--- src/design/apll_pkg.sv ---
// shared constants and types for the analog loop control register bank
package apll_pkg;

  // register byte addresses
  localparam logic [15:0] ADDR_FILTER_PUMP = 16'h00AC;
  localparam logic [15:0] ADDR_MODE_LOCK   = 16'h00AD;
  localparam logic [15:0] ADDR_VCO_A_CODE  = 16'h00AE;
  localparam logic [15:0] ADDR_VCO_B_CODE  = 16'h00AF;

  // field positions, pll_filter_pump_cfg
  localparam int CP_CUR_LSB  = 5;
  localparam int CP_CUR_MSB  = 7;
  localparam int SER_RES_LSB = 3;
  localparam int SER_RES_MSB = 4;
  localparam int PAR_CAP_LSB = 1;
  localparam int PAR_CAP_MSB = 2;
  localparam int POLE_BIT    = 0;
  // field positions, pll_mode_lock_cfg
  localparam int SYNTH_BIT   = 3;
  localparam int ACCUR_BIT   = 1;
  localparam int MANUAL_BIT  = 0;
  // field positions, lock code registers
  localparam int VCO_SEL_BIT = 5;
  localparam int CODE_LSB    = 0;
  localparam int CODE_MSB    = 4;

  // reset values per register, reserved positions zero
  localparam logic [7:0] RST_FILTER_PUMP = 8'h8B; // 100,01,01,1
  localparam logic [7:0] RST_MODE_LOCK   = 8'h02; // synth 0, accur 1, man 0
  localparam logic [7:0] RST_VCO_A_CODE  = 8'h2B; // vco 1, code 01011
  localparam logic [7:0] RST_VCO_B_CODE  = 8'h00;

  // implemented bits per register; others are reserved
  localparam logic [7:0] MASK_FILTER_PUMP = 8'hFF;
  localparam logic [7:0] MASK_MODE_LOCK   = 8'h0B;
  localparam logic [7:0] MASK_VCO_A_CODE  = 8'h3F;
  localparam logic [7:0] MASK_VCO_B_CODE  = 8'h1F;

  // analog decode values
  localparam logic [9:0]  PUMP_STEP_UA = 10'h06E;  // 110 uA per code
  localparam logic [15:0] RES_OHM_0    = 16'h014A; // 330
  localparam logic [15:0] RES_OHM_1    = 16'h0280; // 640
  localparam logic [15:0] RES_OHM_2    = 16'h04B0; // 1200
  localparam logic [15:0] RES_OHM_3    = 16'h06FE; // 1790
  localparam logic [7:0]  CAP_PF_0     = 8'h28;    // 40
  localparam logic [7:0]  CAP_PF_1     = 8'h50;    // 80
  localparam logic [7:0]  CAP_PF_2     = 8'h8C;    // 140
  localparam logic [7:0]  CAP_PF_3     = 8'hC8;    // 200
  localparam logic [15:0] POST_OHM_LO  = 16'h01F1; // 497
  localparam logic [15:0] POST_OHM_HI  = 16'h062C; // 1580
  localparam logic [7:0]  POST_CAP_PF  = 8'h28;    // 40
  localparam logic [4:0]  ACCUR_PPM_LO = 5'h01;
  localparam logic [4:0]  ACCUR_PPM_HI = 5'h10;

  // register access request from the serial management port
  typedef struct packed {
    logic [15:0] addr;
    logic        wr;
    logic        rd;
    logic [7:0]  wdata;
  } apll_req_t;

  // raw configuration fields as held in the bank
  typedef struct packed {
    logic [2:0] charge_pump_current;
    logic [1:0] filter_series_resistor;
    logic [1:0] filter_parallel_cap;
    logic       second_pole_select;
    logic       crystal_synth_mode;
    logic       lock_count_accuracy;
    logic       lock_manual_override;
    logic       manual_vco_choice;
    logic [4:0] first_vco_lock_code;
    logic [4:0] second_vco_lock_code;
  } apll_cfg_t;

  // decoded settings handed to the analog loop
  typedef struct packed {
    logic [9:0]  pump_ua;
    logic [15:0] series_ohm;
    logic [7:0]  parallel_pf;
    logic [15:0] post_ohm;
    logic [7:0]  post_pf;
    logic [4:0]  lock_ppm;
  } apll_analog_t;

endpackage

--- src/design/apll_reg8.sv ---
// one byte-wide control register with reset value and reserved-bit mask
`timescale 1ns/1ps
`default_nettype none

module apll_reg8 #(
  parameter logic [7:0] RESET_VAL = 8'h00,
  parameter logic [7:0] BIT_MASK  = 8'hFF
) (
  input  wire logic       clk_in,
  input  wire logic       reset_n_in,
  input  wire logic       ce_in,
  input  wire logic       we_in,
  input  wire logic [7:0] wdata_in,
  output var  logic [7:0] q_out
);

  // reserved positions never store, so they always read back zero
  always_ff @(posedge clk_in or negedge reset_n_in) begin
    if (!reset_n_in) begin
      q_out <= RESET_VAL & BIT_MASK;
    end else if (ce_in && we_in) begin
      q_out <= wdata_in & BIT_MASK;
    end
  end

endmodule

`default_nettype wire

--- src/design/apll_ctrl_regs.sv ---
// control register bank for the first analog loop, with field decode
//
// Contract
// - a 3-bit pump current field resets to 100b, 110 uA steps to 880 uA.
// - 2-bit series resistor, reset 01b, picks 330/640/1200/1790 ohm.
// - 2-bit parallel cap, reset 01b, picks 40/80/140/200 pF.
// - second-pole bit, reset 1, picks low or high post resistor.
// - lock accuracy bit, reset 1: 0 is 1 ppm, 1 is 16 ppm.
// - lock override bit, reset 0: 0 automatic, 1 manual lock.
// - manual VCO choice bit, reset 1: 1 first VCO, 0 second VCO.
// - 5-bit manual lock code for the first VCO, reset 01011b.
// - 5-bit manual lock code for the second VCO, reset zero.
// - synth mode bit: 0 attenuates jitter, 1 runs from the crystal.
// - software writes reserved bits as zero; reads of them mean nothing.
// - fields sit in bytes PLL_FILTER_PUMP_CFG to VCO_B_LOCK_CODE: filter, mode, code, code.
`timescale 1ns/1ps
`default_nettype none

module apll_ctrl_regs (
  input  wire logic                  CLK_IN,
  input  wire logic                  RESET_N_IN,
  input  wire logic                  CE_IN,
  input  wire apll_pkg::apll_req_t   REG_REQ_IN,
  output logic                       REG_HIT_OUT,
  output logic                       REG_RVALID_OUT,
  output logic [7:0]                 REG_RDATA_OUT,
  output apll_pkg::apll_cfg_t        CFG_OUT,
  output apll_pkg::apll_analog_t     ANALOG_OUT,
  output logic                       LOCK_MANUAL_OUT,
  output logic                       ACTIVE_VCO_FIRST_OUT,
  output logic [4:0]                 ACTIVE_LOCK_CODE_OUT,
  output logic                       SYNTH_MODE_OUT
);

  logic [7:0]          filter_pump_q;
  logic [7:0]          mode_lock_q;
  logic [7:0]          vco_a_code_q;
  logic [7:0]          vco_b_code_q;
  logic                we_filter_pump;
  logic                we_mode_lock;
  logic                we_vco_a_code;
  logic                we_vco_b_code;
  logic [7:0]          rdata_d;
  apll_pkg::apll_cfg_t cfg;
  logic [9:0]          pump_code_ext;
  logic [9:0]          pump_ua_q;
  logic [15:0]         series_ohm_q;
  logic [7:0]          parallel_pf_q;
  logic [15:0]         post_ohm_q;
  logic [7:0]          post_pf_q;
  logic [4:0]          lock_ppm_q;

  // one flop set per decoded field, so no two processes share a variable
  assign ANALOG_OUT = {pump_ua_q, series_ohm_q, parallel_pf_q, post_ohm_q,
                       post_pf_q, lock_ppm_q};

  // address decode; the hit flag is a same-cycle handshake back to the port
  always_comb begin
    we_filter_pump = REG_REQ_IN.wr
      && (REG_REQ_IN.addr == apll_pkg::ADDR_FILTER_PUMP);
    we_mode_lock   = REG_REQ_IN.wr
      && (REG_REQ_IN.addr == apll_pkg::ADDR_MODE_LOCK);
    we_vco_a_code  = REG_REQ_IN.wr
      && (REG_REQ_IN.addr == apll_pkg::ADDR_VCO_A_CODE);
    we_vco_b_code  = REG_REQ_IN.wr
      && (REG_REQ_IN.addr == apll_pkg::ADDR_VCO_B_CODE);
    REG_HIT_OUT    = (REG_REQ_IN.wr || REG_REQ_IN.rd)
                     && (REG_REQ_IN.addr >= apll_pkg::ADDR_FILTER_PUMP)
                     && (REG_REQ_IN.addr <= apll_pkg::ADDR_VCO_B_CODE);
  end

  // pump, series resistor, parallel cap and second pole byte
  apll_reg8 #(
    .RESET_VAL (apll_pkg::RST_FILTER_PUMP),
    .BIT_MASK  (apll_pkg::MASK_FILTER_PUMP)
  ) u_filter_pump (
    .clk_in     (CLK_IN),
    .reset_n_in (RESET_N_IN),
    .ce_in      (CE_IN),
    .we_in      (we_filter_pump),
    .wdata_in   (REG_REQ_IN.wdata),
    .q_out      (filter_pump_q)
  );

  // synth mode, lock accuracy and lock override byte
  apll_reg8 #(
    .RESET_VAL (apll_pkg::RST_MODE_LOCK),
    .BIT_MASK  (apll_pkg::MASK_MODE_LOCK)
  ) u_mode_lock (
    .clk_in     (CLK_IN),
    .reset_n_in (RESET_N_IN),
    .ce_in      (CE_IN),
    .we_in      (we_mode_lock),
    .wdata_in   (REG_REQ_IN.wdata),
    .q_out      (mode_lock_q)
  );

  // manual vco choice and first vco lock code byte
  apll_reg8 #(
    .RESET_VAL (apll_pkg::RST_VCO_A_CODE),
    .BIT_MASK  (apll_pkg::MASK_VCO_A_CODE)
  ) u_vco_a_code (
    .clk_in     (CLK_IN),
    .reset_n_in (RESET_N_IN),
    .ce_in      (CE_IN),
    .we_in      (we_vco_a_code),
    .wdata_in   (REG_REQ_IN.wdata),
    .q_out      (vco_a_code_q)
  );

  // second vco lock code byte
  apll_reg8 #(
    .RESET_VAL (apll_pkg::RST_VCO_B_CODE),
    .BIT_MASK  (apll_pkg::MASK_VCO_B_CODE)
  ) u_vco_b_code (
    .clk_in     (CLK_IN),
    .reset_n_in (RESET_N_IN),
    .ce_in      (CE_IN),
    .we_in      (we_vco_b_code),
    .wdata_in   (REG_REQ_IN.wdata),
    .q_out      (vco_b_code_q)
  );

  // unpack the four bytes into named fields
  always_comb begin
    cfg.charge_pump_current =
      filter_pump_q[apll_pkg::CP_CUR_MSB:apll_pkg::CP_CUR_LSB];
    cfg.filter_series_resistor =
      filter_pump_q[apll_pkg::SER_RES_MSB:apll_pkg::SER_RES_LSB];
    cfg.filter_parallel_cap =
      filter_pump_q[apll_pkg::PAR_CAP_MSB:apll_pkg::PAR_CAP_LSB];
    cfg.second_pole_select   = filter_pump_q[apll_pkg::POLE_BIT];
    cfg.crystal_synth_mode   = mode_lock_q[apll_pkg::SYNTH_BIT];
    cfg.lock_count_accuracy  = mode_lock_q[apll_pkg::ACCUR_BIT];
    cfg.lock_manual_override = mode_lock_q[apll_pkg::MANUAL_BIT];
    cfg.manual_vco_choice    = vco_a_code_q[apll_pkg::VCO_SEL_BIT];
    cfg.first_vco_lock_code  =
      vco_a_code_q[apll_pkg::CODE_MSB:apll_pkg::CODE_LSB];
    cfg.second_vco_lock_code =
      vco_b_code_q[apll_pkg::CODE_MSB:apll_pkg::CODE_LSB];
    CFG_OUT = cfg;
    pump_code_ext = {7'h00, cfg.charge_pump_current};
  end

  // read mux; reserved bits come back zero because they never store
  always_comb begin
    case (REG_REQ_IN.addr)
      apll_pkg::ADDR_FILTER_PUMP: rdata_d = filter_pump_q;
      apll_pkg::ADDR_MODE_LOCK:   rdata_d = mode_lock_q;
      apll_pkg::ADDR_VCO_A_CODE:  rdata_d = vco_a_code_q;
      apll_pkg::ADDR_VCO_B_CODE:  rdata_d = vco_b_code_q;
      default:                    rdata_d = 8'h00;
    endcase
  end

  // read data held in a flop one cycle after the request
  always_ff @(posedge CLK_IN or negedge RESET_N_IN) begin
    if (!RESET_N_IN) begin
      REG_RDATA_OUT  <= 8'h00;
      REG_RVALID_OUT <= 1'b0;
    end else if (CE_IN) begin
      REG_RVALID_OUT <= REG_REQ_IN.rd;
      if (REG_REQ_IN.rd) begin
        REG_RDATA_OUT <= rdata_d;
      end
    end
  end

  // charge pump current: equal steps, code zero is one step
  always_ff @(posedge CLK_IN or negedge RESET_N_IN) begin
    if (!RESET_N_IN) begin
      pump_ua_q <= 10'h000;
    end else if (CE_IN) begin
      pump_ua_q <=
        (pump_code_ext + 10'h001) * apll_pkg::PUMP_STEP_UA;
    end
  end

  // series resistor lookup in ascending code order
  always_ff @(posedge CLK_IN or negedge RESET_N_IN) begin
    if (!RESET_N_IN) begin
      series_ohm_q <= 16'h0000;
    end else if (CE_IN) begin
      case (cfg.filter_series_resistor)
        2'b00:   series_ohm_q <= apll_pkg::RES_OHM_0;
        2'b01:   series_ohm_q <= apll_pkg::RES_OHM_1;
        2'b10:   series_ohm_q <= apll_pkg::RES_OHM_2;
        default: series_ohm_q <= apll_pkg::RES_OHM_3;
      endcase
    end
  end

  // parallel capacitor lookup in ascending code order
  always_ff @(posedge CLK_IN or negedge RESET_N_IN) begin
    if (!RESET_N_IN) begin
      parallel_pf_q <= 8'h00;
    end else if (CE_IN) begin
      case (cfg.filter_parallel_cap)
        2'b00:   parallel_pf_q <= apll_pkg::CAP_PF_0;
        2'b01:   parallel_pf_q <= apll_pkg::CAP_PF_1;
        2'b10:   parallel_pf_q <= apll_pkg::CAP_PF_2;
        default: parallel_pf_q <= apll_pkg::CAP_PF_3;
      endcase
    end
  end

  // second pole: resistor moves, capacitor stays fixed
  always_ff @(posedge CLK_IN or negedge RESET_N_IN) begin
    if (!RESET_N_IN) begin
      post_ohm_q <= 16'h0000;
      post_pf_q  <= 8'h00;
    end else if (CE_IN) begin
      post_ohm_q <= cfg.second_pole_select ?
        apll_pkg::POST_OHM_HI : apll_pkg::POST_OHM_LO;
      post_pf_q  <= apll_pkg::POST_CAP_PF;
    end
  end

  // lock detect accuracy; a large external cap needs the tight setting,
  // but that choice is left to software, not enforced here
  always_ff @(posedge CLK_IN or negedge RESET_N_IN) begin
    if (!RESET_N_IN) begin
      lock_ppm_q <= 5'h00;
    end else if (CE_IN) begin
      lock_ppm_q <= cfg.lock_count_accuracy ?
        apll_pkg::ACCUR_PPM_HI : apll_pkg::ACCUR_PPM_LO;
    end
  end

  // manual lock steering; in automatic mode the code output rests at
  // zero so the analog side never sees a stale manual code
  always_ff @(posedge CLK_IN or negedge RESET_N_IN) begin
    if (!RESET_N_IN) begin
      LOCK_MANUAL_OUT      <= 1'b0;
      ACTIVE_VCO_FIRST_OUT <= 1'b0;
      ACTIVE_LOCK_CODE_OUT <= 5'h00;
    end else if (CE_IN) begin
      LOCK_MANUAL_OUT      <= cfg.lock_manual_override;
      ACTIVE_VCO_FIRST_OUT <= cfg.lock_manual_override
                              && cfg.manual_vco_choice;
      if (!cfg.lock_manual_override) begin
        ACTIVE_LOCK_CODE_OUT <= 5'h00;
      end else if (cfg.manual_vco_choice) begin
        ACTIVE_LOCK_CODE_OUT <= cfg.first_vco_lock_code;
      end else begin
        ACTIVE_LOCK_CODE_OUT <= cfg.second_vco_lock_code;
      end
    end
  end

  // synth mode; forcing the digital loop to free run is software's job
  always_ff @(posedge CLK_IN or negedge RESET_N_IN) begin
    if (!RESET_N_IN) begin
      SYNTH_MODE_OUT <= 1'b0;
    end else if (CE_IN) begin
      SYNTH_MODE_OUT <= cfg.crystal_synth_mode;
    end
  end

endmodule

`default_nettype wire

--- config.mk ---
export PLATFORM = sky130hd
export DESIGN_NAME = apll_ctrl_regs
export DESIGN_NICKNAME = d
export VERILOG_FILES = /design/src/design/apll_pkg.sv /design/src/design/apll_reg8.sv /design/src/design/apll_ctrl_regs.sv
export SDC_FILE = /design/constraint.sdc
export NUM_CORES = 1
export LEC_CHECK = 0
export BUFFER_PORTS_ARGS = -buffer_cell sky130_fd_sc_hd__buf_2
export CORE_UTILIZATION = 54
export CTS_CLUSTER_DIAMETER = 200
export DETAILED_ROUTE_END_ITERATION = 8
export HOLD_SLACK_MARGIN = 0.02
export PLACE_DENSITY = 0.85
export SYNTH_ARGS = -nofsm -noshare
export SYNTH_HDL_FRONTEND = slang
export SYNTH_HIERARCHICAL = 1
export SYNTH_SLANG_ARGS = --single-unit
export TNS_END_PERCENT = 10
--- constraint.sdc ---
create_clock -name CLK_IN -period 7.3 [get_ports CLK_IN]
set_input_delay 1.095 -clock CLK_IN [delete_from_list [all_inputs] [get_ports CLK_IN]]
set_output_delay 1.095 -clock CLK_IN [all_outputs]
set_load 0.05 [all_outputs]
Yosys cells after proc, flatten, opt, wreduce, memory -nomap -nowiden. Cells that the tools add are included. Widths: inputs -> output; s select.

Bits in registers: 94. Output and inout bits: 103. Logic and storage cells: 50.

$add $sub $neg: 1. $mul: 1. Magnitude comparators: 2. Eq/ne operators: 8. Muxes and demuxes: 7. Reduce and logical (&&, ||, !) cells: 15.

Operator list (count): $eq 16x8->1 const B (4); $pmux 11 s3 (1); $pmux 8 s4 (1); $pmux 8 s3 (1); $ge 16x8->1 const B (1); $le 16x8->1 const B (1); $mux 5 (3); $logic_and 1x1->1 (11); $mux 11 (1); $mul 4x6->9 const B (1); $add 3x1->4 const B (1); $eq 2x1->1 const B (2); $eq 2x2->1 const B (2); $logic_not 2->1 (2); $reduce_and 2->1 (1); $logic_or 1x1->1 (1).

Depth between registers and ports, before layout.
Word-level depth: 3. Depth in mapped cells: 13. Depth with buffers taken out: 13.

Hierarchy. The synthesis kept the hierarchy.

By module, submodules not included: apll_ctrl_regs (times used 1, cells each 263, area each 2830.2 um2, sequential area each 1076.0 um2); apll_reg8 at u_filter_pump (times used 1, cells each 17, area each 301.5 um2, sequential area each 205.2 um2); apll_reg8 at u_vco_a_code (times used 1, cells each 16, area each 275.3 um2, sequential area each 155.1 um2); apll_reg8 at u_vco_b_code (times used 1, cells each 15, area each 214.0 um2, sequential area each 125.1 um2); apll_reg8 at u_mode_lock (times used 1, cells each 13, area each 168.9 um2, sequential area each 76.3 um2).

Worst setup path before layout. No wires, ideal clock.

Kind: input to output. Start point: input REG_REQ_IN[25] (netlist bit). End point: output REG_HIT_OUT. Arrival time: 2.435 ns. Slack: 3.770 ns. Cell stages on the path: 4. Cell sequence: or2_0 -> nor2_1 -> nand3_1 -> nor2_1.

Longest elaborated chain between the ends: 3.

Ends and longest elaborated chain: from (decl) (RTL line apll_ctrl_regs.sv:23) `input wire apll_pkg::apll_req_t REG_REQ_IN,`; $ge 16x8->1 (RTL line apll_ctrl_regs.sv:68) `&& (REG_REQ_IN.addr >= apll_pkg::ADDR_FILTER_PUMP)`; $logic_and 1x1->1 (RTL line apll_ctrl_regs.sv:68); $logic_and 1x1->1 * (RTL line apll_ctrl_regs.sv:69) `&& (REG_REQ_IN.addr <= apll_pkg::ADDR_VCO_B_CODE);`; to (decl) (RTL line apll_ctrl_regs.sv:24) `output logic REG_HIT_OUT,`.

Every way passes the cells marked *; elsewhere a longest branch is shown, timed or not.

Worst setup path after layout. Same ends and word-level chain as after synthesis.

==> out/metrics.cfg <==
[cts]
cts_tree=done
clkTransAtPathRegs_ns=0.07
cts_resized=0
holdBufCountCts=0
post-cts-setup-buffers=0
clkSinkCount=65
cts-root-buf=clkbuf_8
insertion_delay_ns=0.34
h-tree-depth=3
cts_made_buffers=9
clk_path_buf_depth=2

[floorplanning]
pin_count=132
initial_utilization_pct=55.8
dieArea_um2=7360
die_h_um=85.8
core_um2=6790
dieWidth_um=85.8
rows=30

[finish]
regArea_um2=1640
area_delta_synth_final_pct=15.4
fin_util_pct=64.3
drive_gt1_share_pct=39.6
antenna_cells=0
fill_cells=540
nNetsFinal=473
layout_commonest_cell=buf_2
multi_input_area_um2=1810
layout_common_cells=107 x buf_2, 56 x dfrtp_1, 34 x conb_1

[synth]
synth-edff-count=0
syn_area_per_cell_um2=11.7
synth-seq-cells=65
ys_async_sr_fraction_pct=100
synth_top_area_share_pct=37.0
synthTopCellsByArea=dfrtp_1 37%, buf_4 9.3%, ha_1 7.6%
syn_inst=324
synth.distinct_cells=48
synth_area_um2=3790
seq_area_frac_synth_pct=43.2
yosys_most_used_dff=dfrtp_1
synth_top_cell_by_area=dfrtp_1
ys.warnings.count=6

[critical_path]
rr_worst_depth=11
crit_path_start=REG_REQ_IN[25]
r2r_start=u_filter_pump/q_out[5]
reg2reg_to=pump_ua_q[8]
reg2reg_slack_ns=3.93
crit_fanout=5
critPathArrivalTime_ns=2.35
crit_type=in2out
endpoint_kind=output pin
critPathLaunchType=primary input
critPathCapture=REG_HIT_OUT
cp.required_ns=6.20

[sta]
final_hold_viol_count=0
setup_viol=0
final.setup_skew_ns=0.0115
rsz0062_at_grt=false
min_period_ns=3.45
maxSlewHeadroom_pct=46.4
max_freq_ghz=0.290
finalMaxSlewViolations=0
worst_slew_pin_slew_ns=0.804
period_share_pct=47.2
tns_ns=0
worst_slack_ns=3.85

[grt]
grt_antenna_before_repair=0
grt_pass1_wl_um=12700
grt_pass1_vias=2656
grt-ovfl-total=0
grtUsageTotal_pct=22.7
grt_max_degree=66

[routing]
viasPerCell=5.26
num_vias=2735
drt_wl_total_um=7990
routedWlPerCell_um=15.4
drtPass1Iterations=4
drc=0
drtIter0Drc=138
antenna_left=0

[min_path]
hold_path.class=reg2reg

[status]
status=complete, no violations

[place]
gp_congestion=0.787
dp_slack_ns=3.85
portBuffers=107
dp_hpwl_um=5830

[job]
cap_viol_max_count=0

[power]
powerDensity_nw_per_um2=170
peakVddDrop_v=0.000156
leakage_nw=2.33

-- critical path, stage by stage --
cell,delay [ns]
buf_2,0.11
or2_0,0.39
nor2_1,0.19
nand3_1,0.17
nor2_1,0.14
buf_2,0.27
-- synth_stat cells, drive strengths merged (2+ instances only) --
cell type	instances
o21ai	11
or4b	2
a22o	16
ha	23
nor2	8
xor2	4
dfrtp	56
a21oi	5
xnor2	2
dfstp	9
buf	47
inv	20
a21o	5
mux2	33
o21a	2
or4	2
nand3b	3
a221o	8
or2	3
mux2i	5
o2bb2ai	5
fa	2
nor3	4
nand2	16
clkbuf	7
nor4	9
conb	4
nand3	3
-- power breakdown --
| group | internal [W] | switching (W) |
|---|---|---|
| sequential | 0.000363 | 0.00000226 |
| combinational | 0.0000147 | 0.0000763 |
| clock | 0.000151 | 0.000135 |
| total | 0.000529 | 0.000214 |
-- cells by family (layout without fill, tap and decap cells) --
kind of cell,Yosys count,in the layout,synth area share [%]
flip-flops,65,65,43.2
buffers and inverters,74,144,12.0
XOR/XNOR,6,6,1.39
other,4,34,0.396
multiplexers,38,38,12.0
AO/OA/AOI/OAI,56,56,11.2
adder cells (fa/ha/maj),25,25,8.65
AND/OR/NAND/NOR,56,56,11.1
-- area by class of cell --
| class | count | share of cell area (%) |
|---|---|---|
| Inverter | 20 | 1.72 |
| Tap cell | 96 | 2.75 |
| Sequential cell | 65 | 37.5 |
| Clock inverter | 2 | 0.286 |
| Clock buffer | 14 | 3.95 |
| Timing Repair Buffer | 108 | 12.4 |
| Multi-Input combinational cell | 215 | 41.4 |
-- metal layers --
layer | global-route usage [%] | routed length (um) | vias up
met1 | 29.5 | 3610 | 1360
met4 | 10.0 | 36 | 0
met3 | 3.75 | 421 | 4
met5 | 0 | 0 | -
li1 | - | - | 1265
met2 | 37.5 | 3930 | 106
-- sequential cells by signal (all words and copies together) (netlist names) --
name and flops:
pump_ua_q 9, LOCK_MANUAL_OUT 1, ACTIVE_LOCK_CODE_OUT 5, u_mode_lock/q_out 3, parallel_pf_q 6, ACTIVE_VCO_FIRST_OUT 1, SYNTH_MODE_OUT 1, lock_ppm_q 2
u_vco_b_code/q_out 5, u_vco_a_code/q_out 6, post_ohm_q 3, REG_RDATA_OUT 8, series_ohm_q 6, u_filter_pump/q_out 8, REG_RVALID_OUT 1
-- how the worst min path moves through the flow --
stage                                 startpoint          endpoint  slack, ns  cells past startpoint
after floorplan           u_filter_pump/q_out[0]     post_ohm_q[8]       0.63                      1
after global routing            parallel_pf_q[3]  parallel_pf_q[3]       0.49                      1
after detailed placement        parallel_pf_q[3]  parallel_pf_q[3]       0.47                      1
after CTS                       parallel_pf_q[3]  parallel_pf_q[3]       0.48                      1
after global placement          parallel_pf_q[3]  parallel_pf_q[3]       0.46                      1
final                           parallel_pf_q[3]  parallel_pf_q[3]       0.48                      1
-- through the flow --
stage | area, um2 | instances | total power (W) | hold slack [ns]
6_report | 4370 | 520 | 0.000743 | 0.477
5_1_grt | 4370 | 520 | 0.000771 | 0.486
4_1_cts | 4370 | 520 | 0.000748 | 0.483
3_5_place_dp | 4190 | 504 | 0.000464 | 0.466
3_3_place_gp | 4190 | 504 | 0.000463 | 0.457
2_1_floorplan | 3900 | 354 | 0.000455 | 0.630
No activity file was read; power rests on OpenSTA's default activity.
